--- src/cfs_pkg.sv ---
package cfs_pkg;

  // ----------------------------------------------------------------
  // widths
  // ----------------------------------------------------------------
  localparam int unsigned DATA_W    = 10;
  localparam int unsigned ADDR_W    = 3;
  localparam int unsigned REG_W     = 12;
  localparam int unsigned CORR_W    = 12;
  localparam int unsigned PIPE_LEN  = 11;

  // ----------------------------------------------------------------
  // register indices
  // ----------------------------------------------------------------
  localparam logic [ADDR_W-1:0] ADDR_CONFIG   = 3'h0;
  localparam logic [ADDR_W-1:0] ADDR_GAIN     = 3'h1;
  localparam logic [ADDR_W-1:0] ADDR_PEDESTAL = 3'h2;
  localparam logic [ADDR_W-1:0] ADDR_POLARITY = 3'h3;
  localparam logic [ADDR_W-1:0] ADDR_STATUS   = 3'h6;
  localparam logic [ADDR_W-1:0] ADDR_CORR     = 3'h7;

  // ----------------------------------------------------------------
  // field positions
  // ----------------------------------------------------------------
  localparam int unsigned CFG_EXT_CLK_BIT = 0;
  localparam int unsigned POL_REF_BIT     = 0;
  localparam int unsigned POL_DATA_BIT    = 1;
  localparam int unsigned POL_BLACK_BIT   = 2;
  localparam int unsigned POL_DUMMY_BIT   = 3;
  localparam int unsigned STS_BLANK_BIT   = 0;
  localparam int unsigned STS_LOOP_BIT    = 1;
  localparam int unsigned STS_CLAMP_BIT   = 2;
  localparam int unsigned GAIN_FRAC_W     = 7;

  // ----------------------------------------------------------------
  // reset values
  // ----------------------------------------------------------------
  localparam logic [0:0]        CONFIG_RST   = 1'h0;
  localparam logic [9:0]        GAIN_RST     = 10'h080;
  localparam logic [3:0]        PEDESTAL_RST = 4'h8;
  localparam logic [3:0]        POLARITY_RST = 4'h0;
  localparam logic [DATA_W-1:0] NEG_REF_CODE = 10'h000;
  // pins at rest under default polarity: pulses high, preblank_n high, clock low
  localparam logic [5:0]        PIN_IDLE     = 6'h1f;

  // ----------------------------------------------------------------
  // latency in conversion ticks; pedestal shift in bits
  // ----------------------------------------------------------------
  localparam int unsigned LAT_NORMAL = 9;
  localparam int unsigned LAT_BLANK  = 11;
  localparam int unsigned PED_SHIFT  = 2;

endpackage

--- src/cfs_gain_stage.sv ---
module cfs_gain_stage (
  // sample in
  input  wire logic [9:0] cds_level,
  input  wire logic [9:0] gain_code,
  // scaled out
  output logic      [9:0] gained_level
);

  // ----------------------------------------------------------------
  // gain: 2^(code/128 - 1), piecewise linear between octaves
  // ----------------------------------------------------------------
  // code 128 is unity; each 128 codes is one octave (about 6 dB), so
  // the span runs from half to about 2^6.99; a mantissa
  // line stands in for the exponential between octaves
  function automatic logic [9:0] scale(input logic [9:0] lvl, input logic [9:0] code);
    logic [2:0]  oct;
    logic [7:0]  mant;
    logic [17:0] prod;
    logic [25:0] wide;
    oct  = code[9:cfs_pkg::GAIN_FRAC_W];
    mant = {1'b1, code[cfs_pkg::GAIN_FRAC_W-1:0]};
    prod = lvl * mant;
    wide = ({8'h00, prod} << oct) >> 8;
    if (wide > 26'h00003ff) begin
      scale = 10'h3ff;
    end else begin
      scale = wide[9:0];
    end
  endfunction

  assign gained_level = scale(cds_level, gain_code);

endmodule

--- src/cfs_latency_pipe.sv ---
module cfs_latency_pipe (
  // clock and reset
  input  wire logic       clk,
  input  wire logic       reset_n,
  // conversion
  input  wire logic       tick,
  input  wire logic       blank,
  input  wire logic [9:0] word_in,
  // output word
  output logic      [9:0] word_out_reg
);

  logic [9:0] stage_reg [cfs_pkg::PIPE_LEN];
  logic [9:0] tap;

  // ----------------------------------------------------------------
  // tap select
  // ----------------------------------------------------------------
  // the output flop adds the last tick, so tap index is latency - 1
  assign tap = blank ? stage_reg[cfs_pkg::LAT_BLANK-1]
                     : stage_reg[cfs_pkg::LAT_NORMAL-1];

  always_ff @(posedge clk or negedge reset_n) begin
    if (!reset_n) begin
      for (int i = 0; i < cfs_pkg::PIPE_LEN; i++) begin
        stage_reg[i] <= 10'h000;
      end
      word_out_reg <= 10'h000;
    end else if (tick) begin
      stage_reg[0] <= word_in;
      for (int i = 1; i < cfs_pkg::PIPE_LEN; i++) begin
        stage_reg[i] <= stage_reg[i-1];
      end
      word_out_reg <= tap;
    end
  end

endmodule

--- src/cfs_sample_ctrl.sv ---
// The register addresses and strobed register access are this design's own decisions.
module cfs_sample_ctrl (
  // clock and reset
  input  wire logic       clk,
  input  wire logic       reset_n,
  // timing generator pins
  input  wire logic       ref_sample_pulse,
  input  wire logic       data_sample_pulse,
  input  wire logic       dummy_clamp_pulse,
  input  wire logic       black_clamp_pulse,
  input  wire logic       preblank_n,
  input  wire logic       conversion_clock,
  // digitised sensor level
  input  wire logic [9:0] sensor_input,
  // register port
  input  wire logic [2:0] reg_addr,
  input  wire logic [11:0] reg_wdata,
  input  wire logic       reg_wr,
  input  wire logic       reg_rd,
  output logic      [11:0] reg_rdata,
  // converter side
  output logic      [9:0] adc_data,
  output logic            input_clamp_en,
  output logic            sensor_disconnect,
  output logic            loop_closed
);

  // ----------------------------------------------------------------
  // pin synchronisers
  // ----------------------------------------------------------------
  // order: ref, data, dummy, black, preblank_n, conversion clock
  // reset to resting levels, else a false data edge ticks after reset
  logic [5:0] pin_meta_reg;
  logic [5:0] pin_sync_reg;
  wire  [5:0] pin_raw = {conversion_clock, preblank_n, black_clamp_pulse,
                         dummy_clamp_pulse, data_sample_pulse, ref_sample_pulse};

  always_ff @(posedge clk or negedge reset_n) begin
    if (!reset_n) begin
      pin_meta_reg <= cfs_pkg::PIN_IDLE;
      pin_sync_reg <= cfs_pkg::PIN_IDLE;
    end else begin
      pin_meta_reg <= pin_raw;
      pin_sync_reg <= pin_meta_reg;
    end
  end

  // ----------------------------------------------------------------
  // programmable settings
  // ----------------------------------------------------------------
  logic [0:0] config_reg;
  logic [9:0] gain_reg;
  logic [3:0] pedestal_reg;
  logic [3:0] polarity_reg;

  wire wr_config   = reg_wr && (reg_addr == cfs_pkg::ADDR_CONFIG);
  wire wr_gain     = reg_wr && (reg_addr == cfs_pkg::ADDR_GAIN);
  wire wr_pedestal = reg_wr && (reg_addr == cfs_pkg::ADDR_PEDESTAL);
  wire wr_polarity = reg_wr && (reg_addr == cfs_pkg::ADDR_POLARITY);

  // the asynchronous clear is the only way back to defaults
  always_ff @(posedge clk or negedge reset_n) begin
    if (!reset_n) begin
      config_reg   <= cfs_pkg::CONFIG_RST;
      gain_reg     <= cfs_pkg::GAIN_RST;
      pedestal_reg <= cfs_pkg::PEDESTAL_RST;
      polarity_reg <= cfs_pkg::POLARITY_RST;
    end else begin
      if (wr_config) begin
        config_reg <= reg_wdata[cfs_pkg::CFG_EXT_CLK_BIT];
      end
      if (wr_gain) begin
        gain_reg <= reg_wdata[9:0];
      end
      if (wr_pedestal) begin
        pedestal_reg <= reg_wdata[3:0];
      end
      if (wr_polarity) begin
        polarity_reg <= reg_wdata[3:0];
      end
    end
  end

  // ----------------------------------------------------------------
  // qualified pulses
  // ----------------------------------------------------------------
  // polarity bit high means active high; low (default) means active low
  function automatic logic qualify(input logic pin, input logic active_high);
    qualify = active_high ? pin : ~pin;
  endfunction

  wire ref_act   = qualify(pin_sync_reg[0], polarity_reg[cfs_pkg::POL_REF_BIT]);
  wire data_act  = qualify(pin_sync_reg[1], polarity_reg[cfs_pkg::POL_DATA_BIT]);
  wire dummy_act = qualify(pin_sync_reg[2], polarity_reg[cfs_pkg::POL_DUMMY_BIT]);
  wire black_act = qualify(pin_sync_reg[3], polarity_reg[cfs_pkg::POL_BLACK_BIT]);
  wire blank     = ~pin_sync_reg[4];
  wire conv_lvl  = pin_sync_reg[5];

  // ----------------------------------------------------------------
  // input path and clamp
  // ----------------------------------------------------------------
  wire clamp_on = dummy_act & ref_act;

  // while clamped the input sits at the negative reference level
  wire [9:0] sensor_gated = clamp_on ? cfs_pkg::NEG_REF_CODE : sensor_input;

  // sampling is frozen while blanked so no transient gets in
  wire track_ok = ~blank;

  // ----------------------------------------------------------------
  // correlated double sampling
  // ----------------------------------------------------------------
  logic [9:0] ref_held_reg;
  logic [9:0] data_held_reg;
  logic [9:0] cds_reg;
  logic       data_prev_reg;
  logic       data_trail_d_reg;
  logic       conv_prev_reg;

  wire       data_trail = data_prev_reg & ~data_act;
  wire [9:0] cds_next   = (data_held_reg > ref_held_reg) ? data_held_reg - ref_held_reg
                                                         : 10'h000;

  always_ff @(posedge clk or negedge reset_n) begin
    if (!reset_n) begin
      ref_held_reg     <= 10'h000;
      data_held_reg    <= 10'h000;
      cds_reg          <= 10'h000;
      data_prev_reg    <= 1'b0;
      data_trail_d_reg <= 1'b0;
      conv_prev_reg    <= 1'b0;
    end else begin
      data_prev_reg    <= data_act;
      data_trail_d_reg <= data_trail;
      conv_prev_reg    <= conv_lvl;
      if (ref_act && track_ok) begin
        ref_held_reg <= sensor_gated;
      end
      if (data_act && track_ok) begin
        data_held_reg <= sensor_gated;
      end
      if (data_trail) begin
        cds_reg <= cds_next;
      end
    end
  end

  // ----------------------------------------------------------------
  // conversion tick
  // ----------------------------------------------------------------
  // internal mode waits one cycle after the data edge so cds_reg is new
  wire conv_rise = conv_lvl & ~conv_prev_reg;
  wire tick      = config_reg[0] ? conv_rise : data_trail_d_reg;

  // ----------------------------------------------------------------
  // gain
  // ----------------------------------------------------------------
  logic [9:0] gained;

  cfs_gain_stage u_gain (
    .cds_level    (cds_reg),
    .gain_code    (gain_reg),
    .gained_level (gained)
  );

  // ----------------------------------------------------------------
  // black level loop
  // ----------------------------------------------------------------
  logic signed [11:0] corr_reg;

  wire        [9:0]  target = {4'h0, pedestal_reg, 2'b00};
  wire signed [12:0] sum_wide = $signed({3'b000, gained}) + 13'(corr_reg);
  wire        [9:0]  level = sum_wide[12]           ? 10'h000 :
                            (sum_wide > 13'sd1023) ? 10'h3ff :
                                                      sum_wide[9:0];
  wire               loop_on = black_act;

  // one step per tick: slow on purpose, so clamp noise stays small
  always_ff @(posedge clk or negedge reset_n) begin
    if (!reset_n) begin
      corr_reg <= 12'sh000;
    end else if (tick && loop_on) begin
      if (level > target && corr_reg != 12'sh800) begin
        corr_reg <= corr_reg - 12'sh001;
      end else if (level < target && corr_reg != 12'sh7ff) begin
        corr_reg <= corr_reg + 12'sh001;
      end
    end
    // otherwise corr_reg keeps the established correction
  end

  // ----------------------------------------------------------------
  // output pipeline
  // ----------------------------------------------------------------
  // zeros enter at the pipe head while blanked and reach the
  // output on the eleventh tick through the longer tap
  wire [9:0] pipe_in = blank ? 10'h000 : level;

  cfs_latency_pipe u_pipe (
    .clk          (clk),
    .reset_n      (reset_n),
    .tick         (tick),
    .blank        (blank),
    .word_in      (pipe_in),
    .word_out_reg (adc_data)
  );

  // ----------------------------------------------------------------
  // status outputs
  // ----------------------------------------------------------------
  logic clamp_reg;
  logic disc_reg;
  logic loop_reg;

  always_ff @(posedge clk or negedge reset_n) begin
    if (!reset_n) begin
      clamp_reg <= 1'b0;
      disc_reg  <= 1'b0;
      loop_reg  <= 1'b0;
    end else begin
      clamp_reg <= clamp_on;
      disc_reg  <= blank;
      loop_reg  <= loop_on;
    end
  end

  assign input_clamp_en    = clamp_reg;
  assign sensor_disconnect = disc_reg;
  assign loop_closed       = loop_reg;

  // ----------------------------------------------------------------
  // read port
  // ----------------------------------------------------------------
  logic [11:0] rdata_reg;
  logic [11:0] rd_mux;

  wire [11:0] status_word = {9'h000, clamp_reg, loop_reg, disc_reg};

  // unmapped indices read as zero
  always_comb begin
    unique case (reg_addr)
      cfs_pkg::ADDR_CONFIG:   rd_mux = {11'h000, config_reg};
      cfs_pkg::ADDR_GAIN:     rd_mux = {2'b00, gain_reg};
      cfs_pkg::ADDR_PEDESTAL: rd_mux = {8'h00, pedestal_reg};
      cfs_pkg::ADDR_POLARITY: rd_mux = {8'h00, polarity_reg};
      cfs_pkg::ADDR_STATUS:   rd_mux = status_word;
      cfs_pkg::ADDR_CORR:     rd_mux = corr_reg;
      default:                rd_mux = 12'h000;
    endcase
  end

  always_ff @(posedge clk or negedge reset_n) begin
    if (!reset_n) begin
      rdata_reg <= 12'h000;
    end else if (reg_rd) begin
      rdata_reg <= rd_mux;
    end else begin
      rdata_reg <= 12'h000;
    end
  end

  assign reg_rdata = rdata_reg;

endmodule

--- config.mk ---
export PLATFORM = sky130hd
export DESIGN_NAME = cfs_sample_ctrl
export DESIGN_NICKNAME = d
export VERILOG_FILES = /design/src/cfs_pkg.sv /design/src/cfs_gain_stage.sv /design/src/cfs_latency_pipe.sv /design/src/cfs_sample_ctrl.sv
export SDC_FILE = /design/constraint.sdc
export NUM_CORES = 1
export LEC_CHECK = 0
export ABC_AREA = 0
export BUFFER_PORTS_ARGS = -buffer_cell sky130_fd_sc_hd__buf_2
export CAP_MARGIN = 20
export CORE_MARGIN = 4
export CORE_UTILIZATION = 35
export CTS_CLUSTER_DIAMETER = 80
export DETAILED_ROUTE_END_ITERATION = 8
export SLEW_MARGIN = 20
export SYNTH_ARGS = -nofsm -noshare
export SYNTH_HDL_FRONTEND = slang
export SYNTH_SLANG_ARGS = --single-unit
--- constraint.sdc ---
create_clock -name clk -period 16.8 [get_ports clk]
set_clock_uncertainty 0.05 [all_clocks]
set_input_delay 0.84 -clock clk [delete_from_list [all_inputs] [get_ports clk]]
set_output_delay 0.84 -clock clk [all_outputs]
set_load 0.05 [all_outputs]
* Word-level counts from Yosys, hierarchy flattened *
Cells that the tools add are included.

storage, ports and cells
  flip-flop bits (word level) = 211
  input bits = 35
  output and inout port bits = 25
  logic and storage cells = 85

cells by class
  add/sub/neg operators = 4
  $mul = 1
  $lt $le $gt $ge = 5
  equality and inequality tests = 7
  shifts and indexed selects = 1
  mux-type cells = 16
  bitwise operators = 10
  reductions and logical operators = 12

operators with widths
  operator                                                                            number
  12-bit case mux with 6 select lines                                                 1
  10-bit two-way mux                                                                  7
  12-bit two-way mux                                                                  3
  18-bit by 3-bit left shift with 26-bit output                                       1
  12-bit inequality test (second input constant)                                      2
  18-bit by 10-bit greater-than comparator with 1-bit output (second input constant)  1
  10-bit by 8-bit multiplier with 18-bit output                                       1
  11-bit by 12-bit adder with 13-bit output                                           1
  13-bit by 11-bit greater-than comparator with 1-bit output (second input constant)  1
  12-bit by 2-bit adder with 12-bit output (second input constant)                    1
  12-bit by 2-bit subtractor with 12-bit output (second input constant)               1
  10-bit greater-than comparator                                                      1
  10-bit by 6-bit greater-than comparator with 1-bit output                           1
  10-bit by 6-bit less-than comparator with 1-bit output                              1
  10-bit subtractor                                                                   1
  1-bit logical AND                                                                   9
  1-bit inverter                                                                      7
  3-bit by 2-bit equality test with 1-bit output (second input constant)              2
  3-bit equality test (second input constant)                                         2
  1-bit two-way mux                                                                   5
  1-bit bitwise AND                                                                   3
  3-bit by 1-bit equality test with 1-bit output (second input constant)              1
  3-bit logical NOT                                                                   1
  2-bit AND reduction                                                                 1
  2-bit nonzero test                                                                  1

* Depth between registers and ports, before layout *
Gate-level depths: netlist (run 1).

  depth in word-level cells = 12
  depth in mapped cells = 48
  depth with buffers taken out = 46

* Modules after synthesis *
Synthesis (run 1) repeated with hierarchy kept, for this count alone.

unflattened totals
  cell total of the unflattened synthesis = 1195
  area total of the unflattened synthesis = 13106.3 sq um

modules (own cells, without submodules)
  module            instances  cells each  area each (sq um)  seq. area each (sq um)
  cfs_sample_ctrl   1          530         5325.1             2292.2
  cfs_latency_pipe  1          275         4556.9             3002.9
  cfs_gain_stage    1          390         3224.3             0.0

* Least setup slack after synthesis (run 1) *
No wires, ideal clock.

  path kind = flip-flop to flip-flop
  from = reg gain_reg[6]
  to = reg corr_reg[10]
  library setup time = 0.125 ns
  data arrival time = 10.255 ns
  data required time = 16.625 ns
  setup slack = 6.370 ns
  cell stages (with the launch flop) = 47
  path buffers = 2
  period minus slack after synthesis = 10.430 ns
  path through = dfrtp_1 -> clkbuf_1 -> nand2_1 -> fa_1 -> inv_1 -> fa_1 -> fa_1 -> inv_1 -> fa_1 -> inv_1 -> ha_1 -> and3_4 -> and3_1 -> a211oi_4 -> a21oi_2 -> xor2_1 -> mux4_2 -> a21o_1 -> [11 not listed] -> ha_1 -> nor2b_1 -> o21a_1 -> o21ai_0 -> nand2b_1 -> and3_1 -> a41oi_1 -> nand2_1 -> ha_1 -> nor2b_1 -> o21ai_0 -> a21boi_0 -> o21ai_0 -> a21oi_1 -> a21o_1 -> a21oi_1 -> xnor2_1 -> mux2_4

between the ends
  longest elaborated chain between the ends = 12
  elaborated cells between the ends (all ways) = 15
  classes of those cells = add/sub (1); mul (1); order compare (4); shift (1); mux (4); reduce/logical (4)

RTL lines
  element                                                                                                                              RTL line                                        source
  start, declared                                                                                                                      cfs_sample_ctrl.sv:52                           logic [9:0] gain_reg;
  start signal, assigned                                                                                                               cfs_sample_ctrl.sv:65                           gain_reg <= cfs_pkg::GAIN_RST;
  start signal, assigned                                                                                                               cfs_sample_ctrl.sv:73                           gain_reg <= reg_wdata[9:0];
  10-bit by 8-bit multiplier with 18-bit output (*)                                                                                    cfs_gain_stage.sv:22                            prod = lvl * mant;
  18-bit by 3-bit left shift with 26-bit output (*)                                                                                    cfs_gain_stage.sv:23                            wide = ({8'h00, prod} << oct) >> 8;
  18-bit by 10-bit greater-than comparator with 1-bit output                                                                           cfs_gain_stage.sv:24                            if (wide > 26'h00003ff) begin
  10-bit two-way mux (*)                                                                                                               cfs_gain_stage.sv:24
  11-bit by 12-bit adder with 13-bit output (*)                                                                                        cfs_sample_ctrl.sv:172                          wire signed [12:0] sum_wide = $signed({3'b000, gained}) + 13'(corr_reg);
  13-bit by 11-bit greater-than comparator with 1-bit output                                                                           cfs_sample_ctrl.sv:174                          (sum_wide > 13'sd1023) ? 10'h3ff :
  10-bit two-way mux                                                                                                                   cfs_sample_ctrl.sv:174
  10-bit two-way mux (*)                                                                                                               cfs_sample_ctrl.sv:173                          wire [9:0] level = sum_wide[12] ? 10'h000 :
  10-bit by 6-bit greater-than comparator with 1-bit output or 10-bit by 6-bit less-than comparator with 1-bit output (tied branches)  cfs_sample_ctrl.sv:183, cfs_sample_ctrl.sv:185
  1-bit logical AND, on equally long branches                                                                                          cfs_sample_ctrl.sv:183, cfs_sample_ctrl.sv:185
  2-bit nonzero test (no source line)                                                                                                  --
  2-bit AND reduction (no source line)                                                                                                 --
  end signal, assigned                                                                                                                 cfs_sample_ctrl.sv:184                          corr_reg <= corr_reg - 12'sh001;
  end signal, assigned                                                                                                                 cfs_sample_ctrl.sv:186                          corr_reg <= corr_reg + 12'sh001;
  end, declared                                                                                                                        cfs_sample_ctrl.sv:169                          logic signed [11:0] corr_reg;

Every way passes the cells marked *; elsewhere a longest branch is shown, timed or not.
A chain may end at the register's enable or synchronous reset.

* Worst setup path after layout (run 1) *
Same ends and word-level chain as after synthesis.

==> results of run 1 <==
-- cell families after synthesis --
| group | count (synthesis) | share of synthesized area, % |
|---|---|---|
| AND/OR/NAND/NOR | 280 | 10.8 |
| multiplexers | 153 | 13.7 |
| buffers and inverters | 161 | 4.78 |
| AO/OA/AOI/OAI | 224 | 11.6 |
| adder cells (fa/ha/maj) | 125 | 15.2 |
| XOR/XNOR | 39 | 2.66 |
| flip-flops | 211 | 41.3 |
-- cells in the mapped netlist, types with 15 or more instances --
master	n	area, um2
a21o_1	15	113
a21oi_1	39	195
and2_1	60	375
clkbuf_1	43	161
dfrtp_1	199	4980
fa_1	51	1020
ha_1	74	926
inv_1	112	420
mux2_2	119	1340
mux2i_1	23	230
nand2_1	118	443
nor2_1	32	120
o21ai_0	73	365
xnor2_1	26	228
-- placed cells by master (no fill, tap or decap), types with 6 or more instances in the layout --
master	n
nand3_1	10
mux2_2	119
and2_1	60
inv_1	112
mux2_4	8
nor2b_1	7
nor4_1	6
xor2_1	13
clkbuf_8	7
nand2b_1	6
o21a_1	9
nand2_1	118
dfrtp_1	199
a211oi_1	7
xnor2_1	26
o22a_1	6
a21o_1	15
a31oi_1	7
ha_1	74
nor2_1	32
mux2i_1	23
o211ai_1	8
fa_1	51
a21oi_1	38
buf_2	56
nor3_1	11
o21ai_0	73
a22oi_1	6
clkbuf_16	25
clkbuf_1	7
a22o_1	12
dfstp_2	12
or3_1	6
-- report_power, final --
part	switching, mW	internal [mW]
combinational	1.05	0.857
clock	0.212	0.307
sequential	0.156	0.687
-- final cells by class --
| type | instances | area, um2 | share of cell area [%] |
|---|---|---|---|
| well taps | 461 | 577 | 4.01 |
| clock inverters | 6 | 50.0 | 0.348 |
| flip-flops and latches | 211 | 5300 | 36.9 |
| inverters | 112 | 420 | 2.93 |
| clock buffers | 39 | 748 | 5.21 |
| multi-input cells | 821 | 6930 | 48.2 |
| repair buffers | 61 | 345 | 2.40 |
| diodes | 3 | 7.51 | 0.0522 |
-- metrics by stage --
| step | area [um2] | power (mW) | hold slack, ps | utilization [%] |
|---|---|---|---|---|
| finish | 14400 | 3.27 | 121 | 40.1 |
| global route | 14400 | 3.60 | 128 | 40.1 |
| global placement | 13500 | 2.71 | 288 | 37.8 |
| CTS | 14300 | 3.30 | 308 | 40.0 |
| floorplan | 12800 | 2.35 | 281 | - |
| detailed placement | 13500 | 2.75 | 298 | 37.8 |
-- layer usage --
layer,vias up,wire length (um),GRT usage (%)
met2,134,12200,22.0
met1,4255,12300,18.7
li1,4164,-,-
met3,43,1030,1.91
met5,-,0,0
met4,0,740,4.43
-- worst max-delay path by stage --
stage	start	to	slack, ps	cells after the start
3_3_place_gp	gain_reg[6]	corr_reg[10]	5210	44
6_report	gain_reg[6]	corr_reg[10]	4960	44
2_1_floorplan	gain_reg[6]	corr_reg[10]	6370	46
5_1_grt	gain_reg[6]	corr_reg[10]	4000	44
4_1_cts	gain_reg[6]	corr_reg[10]	4990	44
3_5_place_dp	gain_reg[6]	corr_reg[10]	5010	44
==> flow_metrics.env, run 1 <==
export IMPL_max_stage_delay_ps=660
export IMPL_ant_nets=0
export IMPL_endpoint_kind="flip-flop"
export IMPL_drcViolationCount=0
export IMPL_avgRoutedWirePerCell_um=15.3
export IMPL_final_max_slew_viol_count=0
export IMPL_ys_warn_count=0
export IMPL_clock_path_buffers=3
export IMPL_nets=1392
export IMPL_required_ps=17160
export IMPL_hp_class="in2async"
export IMPL_dieWidth_um=199
export IMPL_hold_viol=0
export IMPL_clock_latency_ps=530
export IMPL_tns_ps=0
export IMPL_grt_pass1_vias=8862
export IMPL_hpwl_mm=19.2
export IMPL_start_util_pct=35.8
export IMPL_clk_pin_slew_ps=60
export IMPL_critPathTopFamily="adder cells"
export IMPL_r2r_end="corr_reg[10]"
export IMPL_row_count=69
export IMPL_final_setup_worst_slack_ps=4960
export IMPL_synth_seq_area_share_pct=41.3
export IMPL_cts_buffers=25
export IMPL_synth_flop_cell="dfrtp_1"
export IMPL_synthArstFlopShare_pct=100
export IMPL_via_per_inst=5.02
export IMPL_setup_viol=0
export IMPL_ff2ff_path_depth=44
export IMPL_max_cap_violations=0
export IMPL_largest_reg_flops=110
export IMPL_drt_iter0_markers=404
export IMPL_clkSinkCount=211
export IMPL_grt_pass1_wl_mm=44.6
export IMPL_rsz0062_at_grt="false"
export IMPL_cts_tree="done"
export IMPL_cts_resized=0
export IMPL_rrSetupSlack_ps=4960
export IMPL_die_area_um2=39800
export IMPL_cp_max_fo=12
export IMPL_worstSetupStartpointType="flip-flop"
export IMPL_antenna_found_initial=3
export IMPL_dr_total_vias=8596
export IMPL_coreArea_um2=35800
export IMPL_post_cts_buffers=0
export IMPL_nFillCells=3450
export IMPL_io_pins=60
export IMPL_fmax_ghz=0.0844
export IMPL_root_buffer="clkbuf_16"
export IMPL_synth_seq_cells=211
export IMPL_powerDensity_nw_per_um2=228
export IMPL_grt_max_degree=134
export IMPL_htree_levels=1
export IMPL_slew_limit_headroom_pct=36.6
export IMPL_dieHeight_um=199
export IMPL_cts_hold_buffers=0
export IMPL_crit_type="reg2reg"
export IMPL_synth_nets=1353
export IMPL_r2r_start="gain_reg[6]"
export IMPL_syn_avg_cell_area_um2=10.7
export IMPL_portBuffers=57
export IMPL_drtPass1Iterations=4
export IMPL_pre_cts_ws_ps=5010
export IMPL_cp_num_buf_inv=3
export IMPL_totalWireLength_mm=26.3
export IMPL_synth_edf_count=0
export IMPL_arrival_ps=12200
export IMPL_synth_cell_types=69
export IMPL_final_period_utilization_pct=70.5
export IMPL_finalCriticalPeriod_ps=11840
export IMPL_area_growth_pct=12.1
export IMPL_fin_cells=1714
export IMPL_postSynthCellCount=1193
export IMPL_power_leakage_nw=6.87
export IMPL_gr_usage_all_layers_pct=13.5
export IMPL_status="complete, no violations"
export IMPL_vdd_drop_max_mv=0.0990
export IMPL_tightest_slew_ps=951
export IMPL_gr_total_overflow=0
export IMPL_cp_common_cell="fa_1"
export IMPL_slowest_stage="dfrtp_1"
export IMPL_place_congestion=0.843
export IMPL_drive_above_1_share_pct=20.7
export IMPL_dp_cells=1665
export IMPL_syn_area_um2=12800
(Power assumes the default switching activity.)
==> run 2, diff against run 1 <==
- clock period: 16.8 -> 10.64 ns (I/O delays scaled with it)
==> flow_metrics.env, run 2 (synthesis gave the netlist of run 1 again) <==
export IMPL_area_growth_pct=19.1
export IMPL_place_congestion=0.833
export IMPL_grt_pass1_vias=9220
export IMPL_clk_pin_slew_ps=60
export IMPL_max_cap_violations=0
export IMPL_drtPass1Iterations=5
export IMPL_htree_levels=1
export IMPL_cp_common_cell="fa_1"
export IMPL_fin_cells=1795
export IMPL_grt_pass1_wl_mm=45.9
export IMPL_drcViolationCount=0
export IMPL_clock_latency_ps=520
export IMPL_drt_iter0_markers=451
export IMPL_portBuffers=57
export IMPL_status="complete, no violations"
export IMPL_endpoint_kind="flip-flop"
export IMPL_clkSinkCount=211
export IMPL_coreArea_um2=35800
export IMPL_layout_commonest_cell="dfrtp_1"
export IMPL_cp_startpoint="gain_reg[4]"
export IMPL_hpwl_mm=20.2
export IMPL_via_per_inst=4.97
export IMPL_totalWireLength_mm=27.1
export IMPL_nets=1476
export IMPL_nFillCells=3417
export IMPL_slew_limit_headroom_pct=30.4
export IMPL_root_buffer="clkbuf_16"
export IMPL_rrSetupSlack_ps=460
export IMPL_fmax_ghz=0.0982
export IMPL_worstSetupStartpointType="flip-flop"
export IMPL_hp_class="in2reg"
export IMPL_final_max_slew_viol_count=0
export IMPL_dieWidth_um=199
export IMPL_grt_max_degree=135
export IMPL_max_stage_delay_ps=560
export IMPL_hold_viol=0
export IMPL_dieHeight_um=199
export IMPL_tightest_slew_ps=1040
export IMPL_r2r_start="gain_reg[4]"
export IMPL_drive_above_1_share_pct=29.6
export IMPL_dr_total_vias=8926
export IMPL_crit_type="reg2reg"
export IMPL_gr_usage_all_layers_pct=13.8
export IMPL_dp_cells=1743
export IMPL_ant_nets=0
export IMPL_slowest_stage="fa_1"
export IMPL_die_area_um2=39800
export IMPL_finalCriticalPeriod_ps=10180
export IMPL_io_pins=60
export IMPL_required_ps=10990
export IMPL_arrival_ps=10530
export IMPL_clock_path_buffers=3
export IMPL_setup_viol=0
export IMPL_largest_reg_flops=110
export IMPL_cts_tree="done"
export IMPL_cp_max_fo=8
export IMPL_cts_buffers=23
export IMPL_start_util_pct=35.8
export IMPL_antenna_found_initial=1
export IMPL_hp_start="dummy_clamp_pulse"
export IMPL_row_count=69
export IMPL_final_cell_mix="dfrtp_1, mux2_2, nand2_1"
export IMPL_gr_total_overflow=0
export IMPL_final_period_utilization_pct=95.7
export IMPL_avgRoutedWirePerCell_um=15.1
run 2: cell types whose count changed in the layout (fill, tap and decap cells not counted), moves of 7 or more:
cell,change
buf_4,+83
dfrtp_1,-12
dfrtp_2,+12
ha_1,-10
ha_4,+8
o21ai_0,-8
clkinv_2,+7
run 2: path summary, 6_finish.rpt:
kind	end	cells after the start
setup / recovery	corr_reg[10]	44
min in group asynchronous	data_held_reg[2]	2
hold reg to reg	pin_sync_reg[5]	0
setup reg to reg	corr_reg[10]	44
hold / removal	pin_meta_reg[2]	1
max in group asynchronous	u_pipe.stage_reg[105]	3
run 2: final cells by class:
| cell class | count | area (um2) | area share (%) |
|---|---|---|---|
| multi-input cells | 821 | 7170 | 46.9 |
| flip-flops and latches | 211 | 5310 | 34.8 |
| inverters | 112 | 420 | 2.75 |
| diodes | 1 | 2.50 | 0.0164 |
| repair buffers | 147 | 1000 | 6.58 |
| clock buffers | 27 | 621 | 4.07 |
| well taps | 461 | 577 | 3.78 |
| clock inverters | 15 | 164 | 1.07 |
run 2: per-stage QoR:
stage	setup slack (ps)	hold WS (ps)	setup TNS (ps)	util, %	cell area (um2)
floorplan	210	186	0	-	12800
global placement	-76.6	287	-145	39.4	14100
detailed placement	-172	288	-346	39.4	14100
CTS	6.35	53.1	0	41.7	14900
global route	-48.8	51.4	-75.7	42.6	15300
finish	460	73.1	0	42.6	15300
run 2: per-layer routing:
metal	share of wire, %	wire (um)	GRT usage (%)
met1	48	12900	19.2
met2	47	12800	23.2
met3	3.3	891	2.02
met4	1.7	470	3.02
met5	0	0	0
run 2: repair_timing:
| item | CTS | global route |
|---|---|---|
| resized for setup | 10 | 56 |
| hold buffers | 0 | 1 |
| endpoints found under the setup margin | 3 | 7 |
| endpoints found under the hold margin | 0 | 57 |
| setup buffers | 0 | 7 |
| pin swaps | 0 | 22 |
run 2: critical path: cells and delay by family (launching register included):
kind | cells | cell delay [ps]
DFF | 1 | 450
adders and majority gates | 8 | 3290
muxes | 3 | 1080
xor gates and xnor gates | 2 | 280
and+or+nand+nor | 10 | 1700
AOI/OAI and AO/OA | 16 | 2680
buffers and inverters | 5 | 530
Power of run 2 is left out: the tool's default activity adds up to more than one toggle a clock period on the data nets, which glitch-free logic cannot reach.
==> run 3, diff against run 2 <==
- SYNTH_HIERARCHICAL: default -> 1
==> flow_metrics.env, run 3 <==
export IMPL_r2r_end="corr_reg[11]"
export IMPL_portBuffers=57
export IMPL_synthArstFlopShare_pct=100
export IMPL_drtPass1Iterations=5
export IMPL_yosysMostFrequentCell="dfrtp_1"
export IMPL_max_cap_violations=0
export IMPL_tns_ps=0
export IMPL_dr_total_vias=8844
export IMPL_fmax_ghz=0.0979
export IMPL_avgRoutedWirePerCell_um=15.5
export IMPL_synth_seq_cells=211
export IMPL_dpl_instance_area_um2=13900
export IMPL_die_area_um2=40600
export IMPL_synth_seq_area_share_pct=40.4
export IMPL_hold_viol=0
export IMPL_crit_type="reg2reg"
export IMPL_syn_avg_cell_area_um2=11.0
export IMPL_dieHeight_um=202
export IMPL_synth_area_top_cells="dfrtp_1, mux2_2, fa_1"
export IMPL_cp_common_cell="inv_1"
export IMPL_nets=1424
export IMPL_start_util_pct=35.6
export IMPL_synth_common_cells="dfrtp_1, mux2_2, inv_1"
export IMPL_slew_limit_headroom_pct=33.0
export IMPL_postLayoutCellArea_um2=15000
export IMPL_root_buffer="clkbuf_16"
export IMPL_endpoint_kind="flip-flop"
export IMPL_clock_path_buffers=3
export IMPL_fin_hold_ws_ps=69.5
export IMPL_ant_nets=0
export IMPL_grt_pass1_wl_mm=45.6
export IMPL_gr_total_overflow=0
export IMPL_status="complete, no violations"
export IMPL_syn_area_um2=13100
export IMPL_drcViolationCount=0
export IMPL_synth_top_area_share_pct=38.0
export IMPL_final_max_slew_viol_count=0
export IMPL_hold_depth=1
export IMPL_synth_flop_cell="dfrtp_1"
export IMPL_arrival_ps=10550
export IMPL_cts_buffers=25
export IMPL_clkSinkCount=211
export IMPL_io_pins=60
export IMPL_synth_area_leader_cell="dfrtp_1"
export IMPL_totalWireLength_mm=27.2
export IMPL_ff2ff_path_depth=46
export IMPL_cts_tree="done"
export IMPL_worstSetupStartpointType="flip-flop"
export IMPL_drt_iter0_markers=432
export IMPL_hold_path_end="pin_meta_reg[0]"
export IMPL_drive_above_1_share_pct=26.1
export IMPL_hpwl_mm=19.7
export IMPL_final_period_utilization_pct=96.0
export IMPL_required_ps=10970
export IMPL_grt_max_degree=141
export IMPL_place_congestion=0.846
export IMPL_clk_pin_slew_ps=60
export IMPL_hp_class="in2reg"
export IMPL_final_cell_mix="dfrtp_1, mux2_2, inv_1"
export IMPL_slowest_stage="fa_1"
export IMPL_finish_utilization_pct=40.7
export IMPL_htree_levels=1
export IMPL_rrSetupSlack_ps=420
export IMPL_synth_edf_count=0
export IMPL_setup_viol=0
export IMPL_area_growth_pct=14.3
export IMPL_postSynthCellCount=1195
export IMPL_row_count=70
export IMPL_dieWidth_um=202
export IMPL_layout_commonest_cell="dfrtp_1"
export IMPL_synth_cell_types=83
export IMPL_clock_latency_ps=520
export IMPL_coreArea_um2=36800
export IMPL_max_stage_delay_ps=520
export IMPL_antenna_found_initial=3
export IMPL_cp_max_fo=8
export IMPL_ys_warn_count=6
export IMPL_hp_start="ref_sample_pulse"
export IMPL_tightest_slew_ps=1010
export IMPL_r2r_start="cds_reg[1]"
export IMPL_via_per_inst=5.05
export IMPL_synth_nets=1353
export IMPL_gr_usage_all_layers_pct=13.3
export IMPL_grt_pass1_vias=8956
export IMPL_largest_reg_flops=110
export IMPL_finalCriticalPeriod_ps=10220
[run 3: cell types whose count changed after synthesis, sizes merged, moves of 12 or more]
cell    change
clkbuf     -16
nand2      -16
o21ai      -24
nor2       +15
buf        +12
[run 3: per-stage QoR]
step	instances	setup WS, ps
after CTS	1740	48.1
after global placement	1693	109
after floorplan	1195	514
after detailed placement	1693	-71.3
after global routing	1751	-96.0
final	1752	422
[run 3: how the worst max path moves through the flow]
| stage | start | end | cells past startpoint |
|---|---|---|---|
| 2_1_floorplan | gain_reg[6] | corr_reg[11] | 44 |
| 6_report | cds_reg[1] | corr_reg[11] | 46 |
| 3_5_place_dp | gain_reg[5] | corr_reg[11] | 43 |
| 3_3_place_gp | gain_reg[6] | corr_reg[11] | 45 |
| 4_1_cts | gain_reg[4] | corr_reg[11] | 44 |
| 5_1_grt | cds_reg[1] | corr_reg[11] | 47 |
[run 3: layer usage]
layer	track usage, %	part of all wire (%)
met1	19.1	49
met2	20.9	45
met3	2.47	4.4
met4	3.03	1.7
met5	0	0.081
[run 3: worst max-delay path: cells and delay by family, from the launching register on]
kind | cells | cell delay (ps)
adder cells (fa/ha/maj) | 9 | 3340
buffers and inverters | 8 | 720
flip-flops | 1 | 430
AO/OA/AOI/OAI | 19 | 3520
AND/OR/NAND/NOR | 10 | 1970
[run 3: what timing repair did]
item                                   in CTS  in global routing
endpoints found under the hold margin       0                 31
pin swaps                                   1                 14
setup endpoints to repair                   3                  6
hold buffers                                0                  1
buffers inserted                            3                  9
resized for setup                           5                 44
[run 3: area by class of cell]
class | count | area, um2
fill | 3528 | 21800
sequential | 211 | 5310
antenna | 1 | 2.50
tap | 468 | 586
clock inverter | 8 | 63.8
inverter | 104 | 390
clock buffer | 36 | 727
multi-input combinational | 835 | 7340
timing repair buffer | 89 | 566
[run 3: kinds of logic (layout without fill, tap and decap cells)]
group / count (synthesis) / count (layout) / synth area share, %
other: 0 / 1 / 0
multiplexers: 174 / 174 / 15.1
adder cells (fa/ha/maj): 123 / 123 / 14.7
AO/OA/AOI/OAI: 200 / 200 / 10.8
buffers and inverters: 149 / 237 / 4.95
XOR/XNOR: 37 / 37 / 2.47
AND/OR/NAND/NOR: 301 / 301 / 11.6
flip-flops: 211 / 211 / 40.4
Power of run 3 is left out for the same reason.
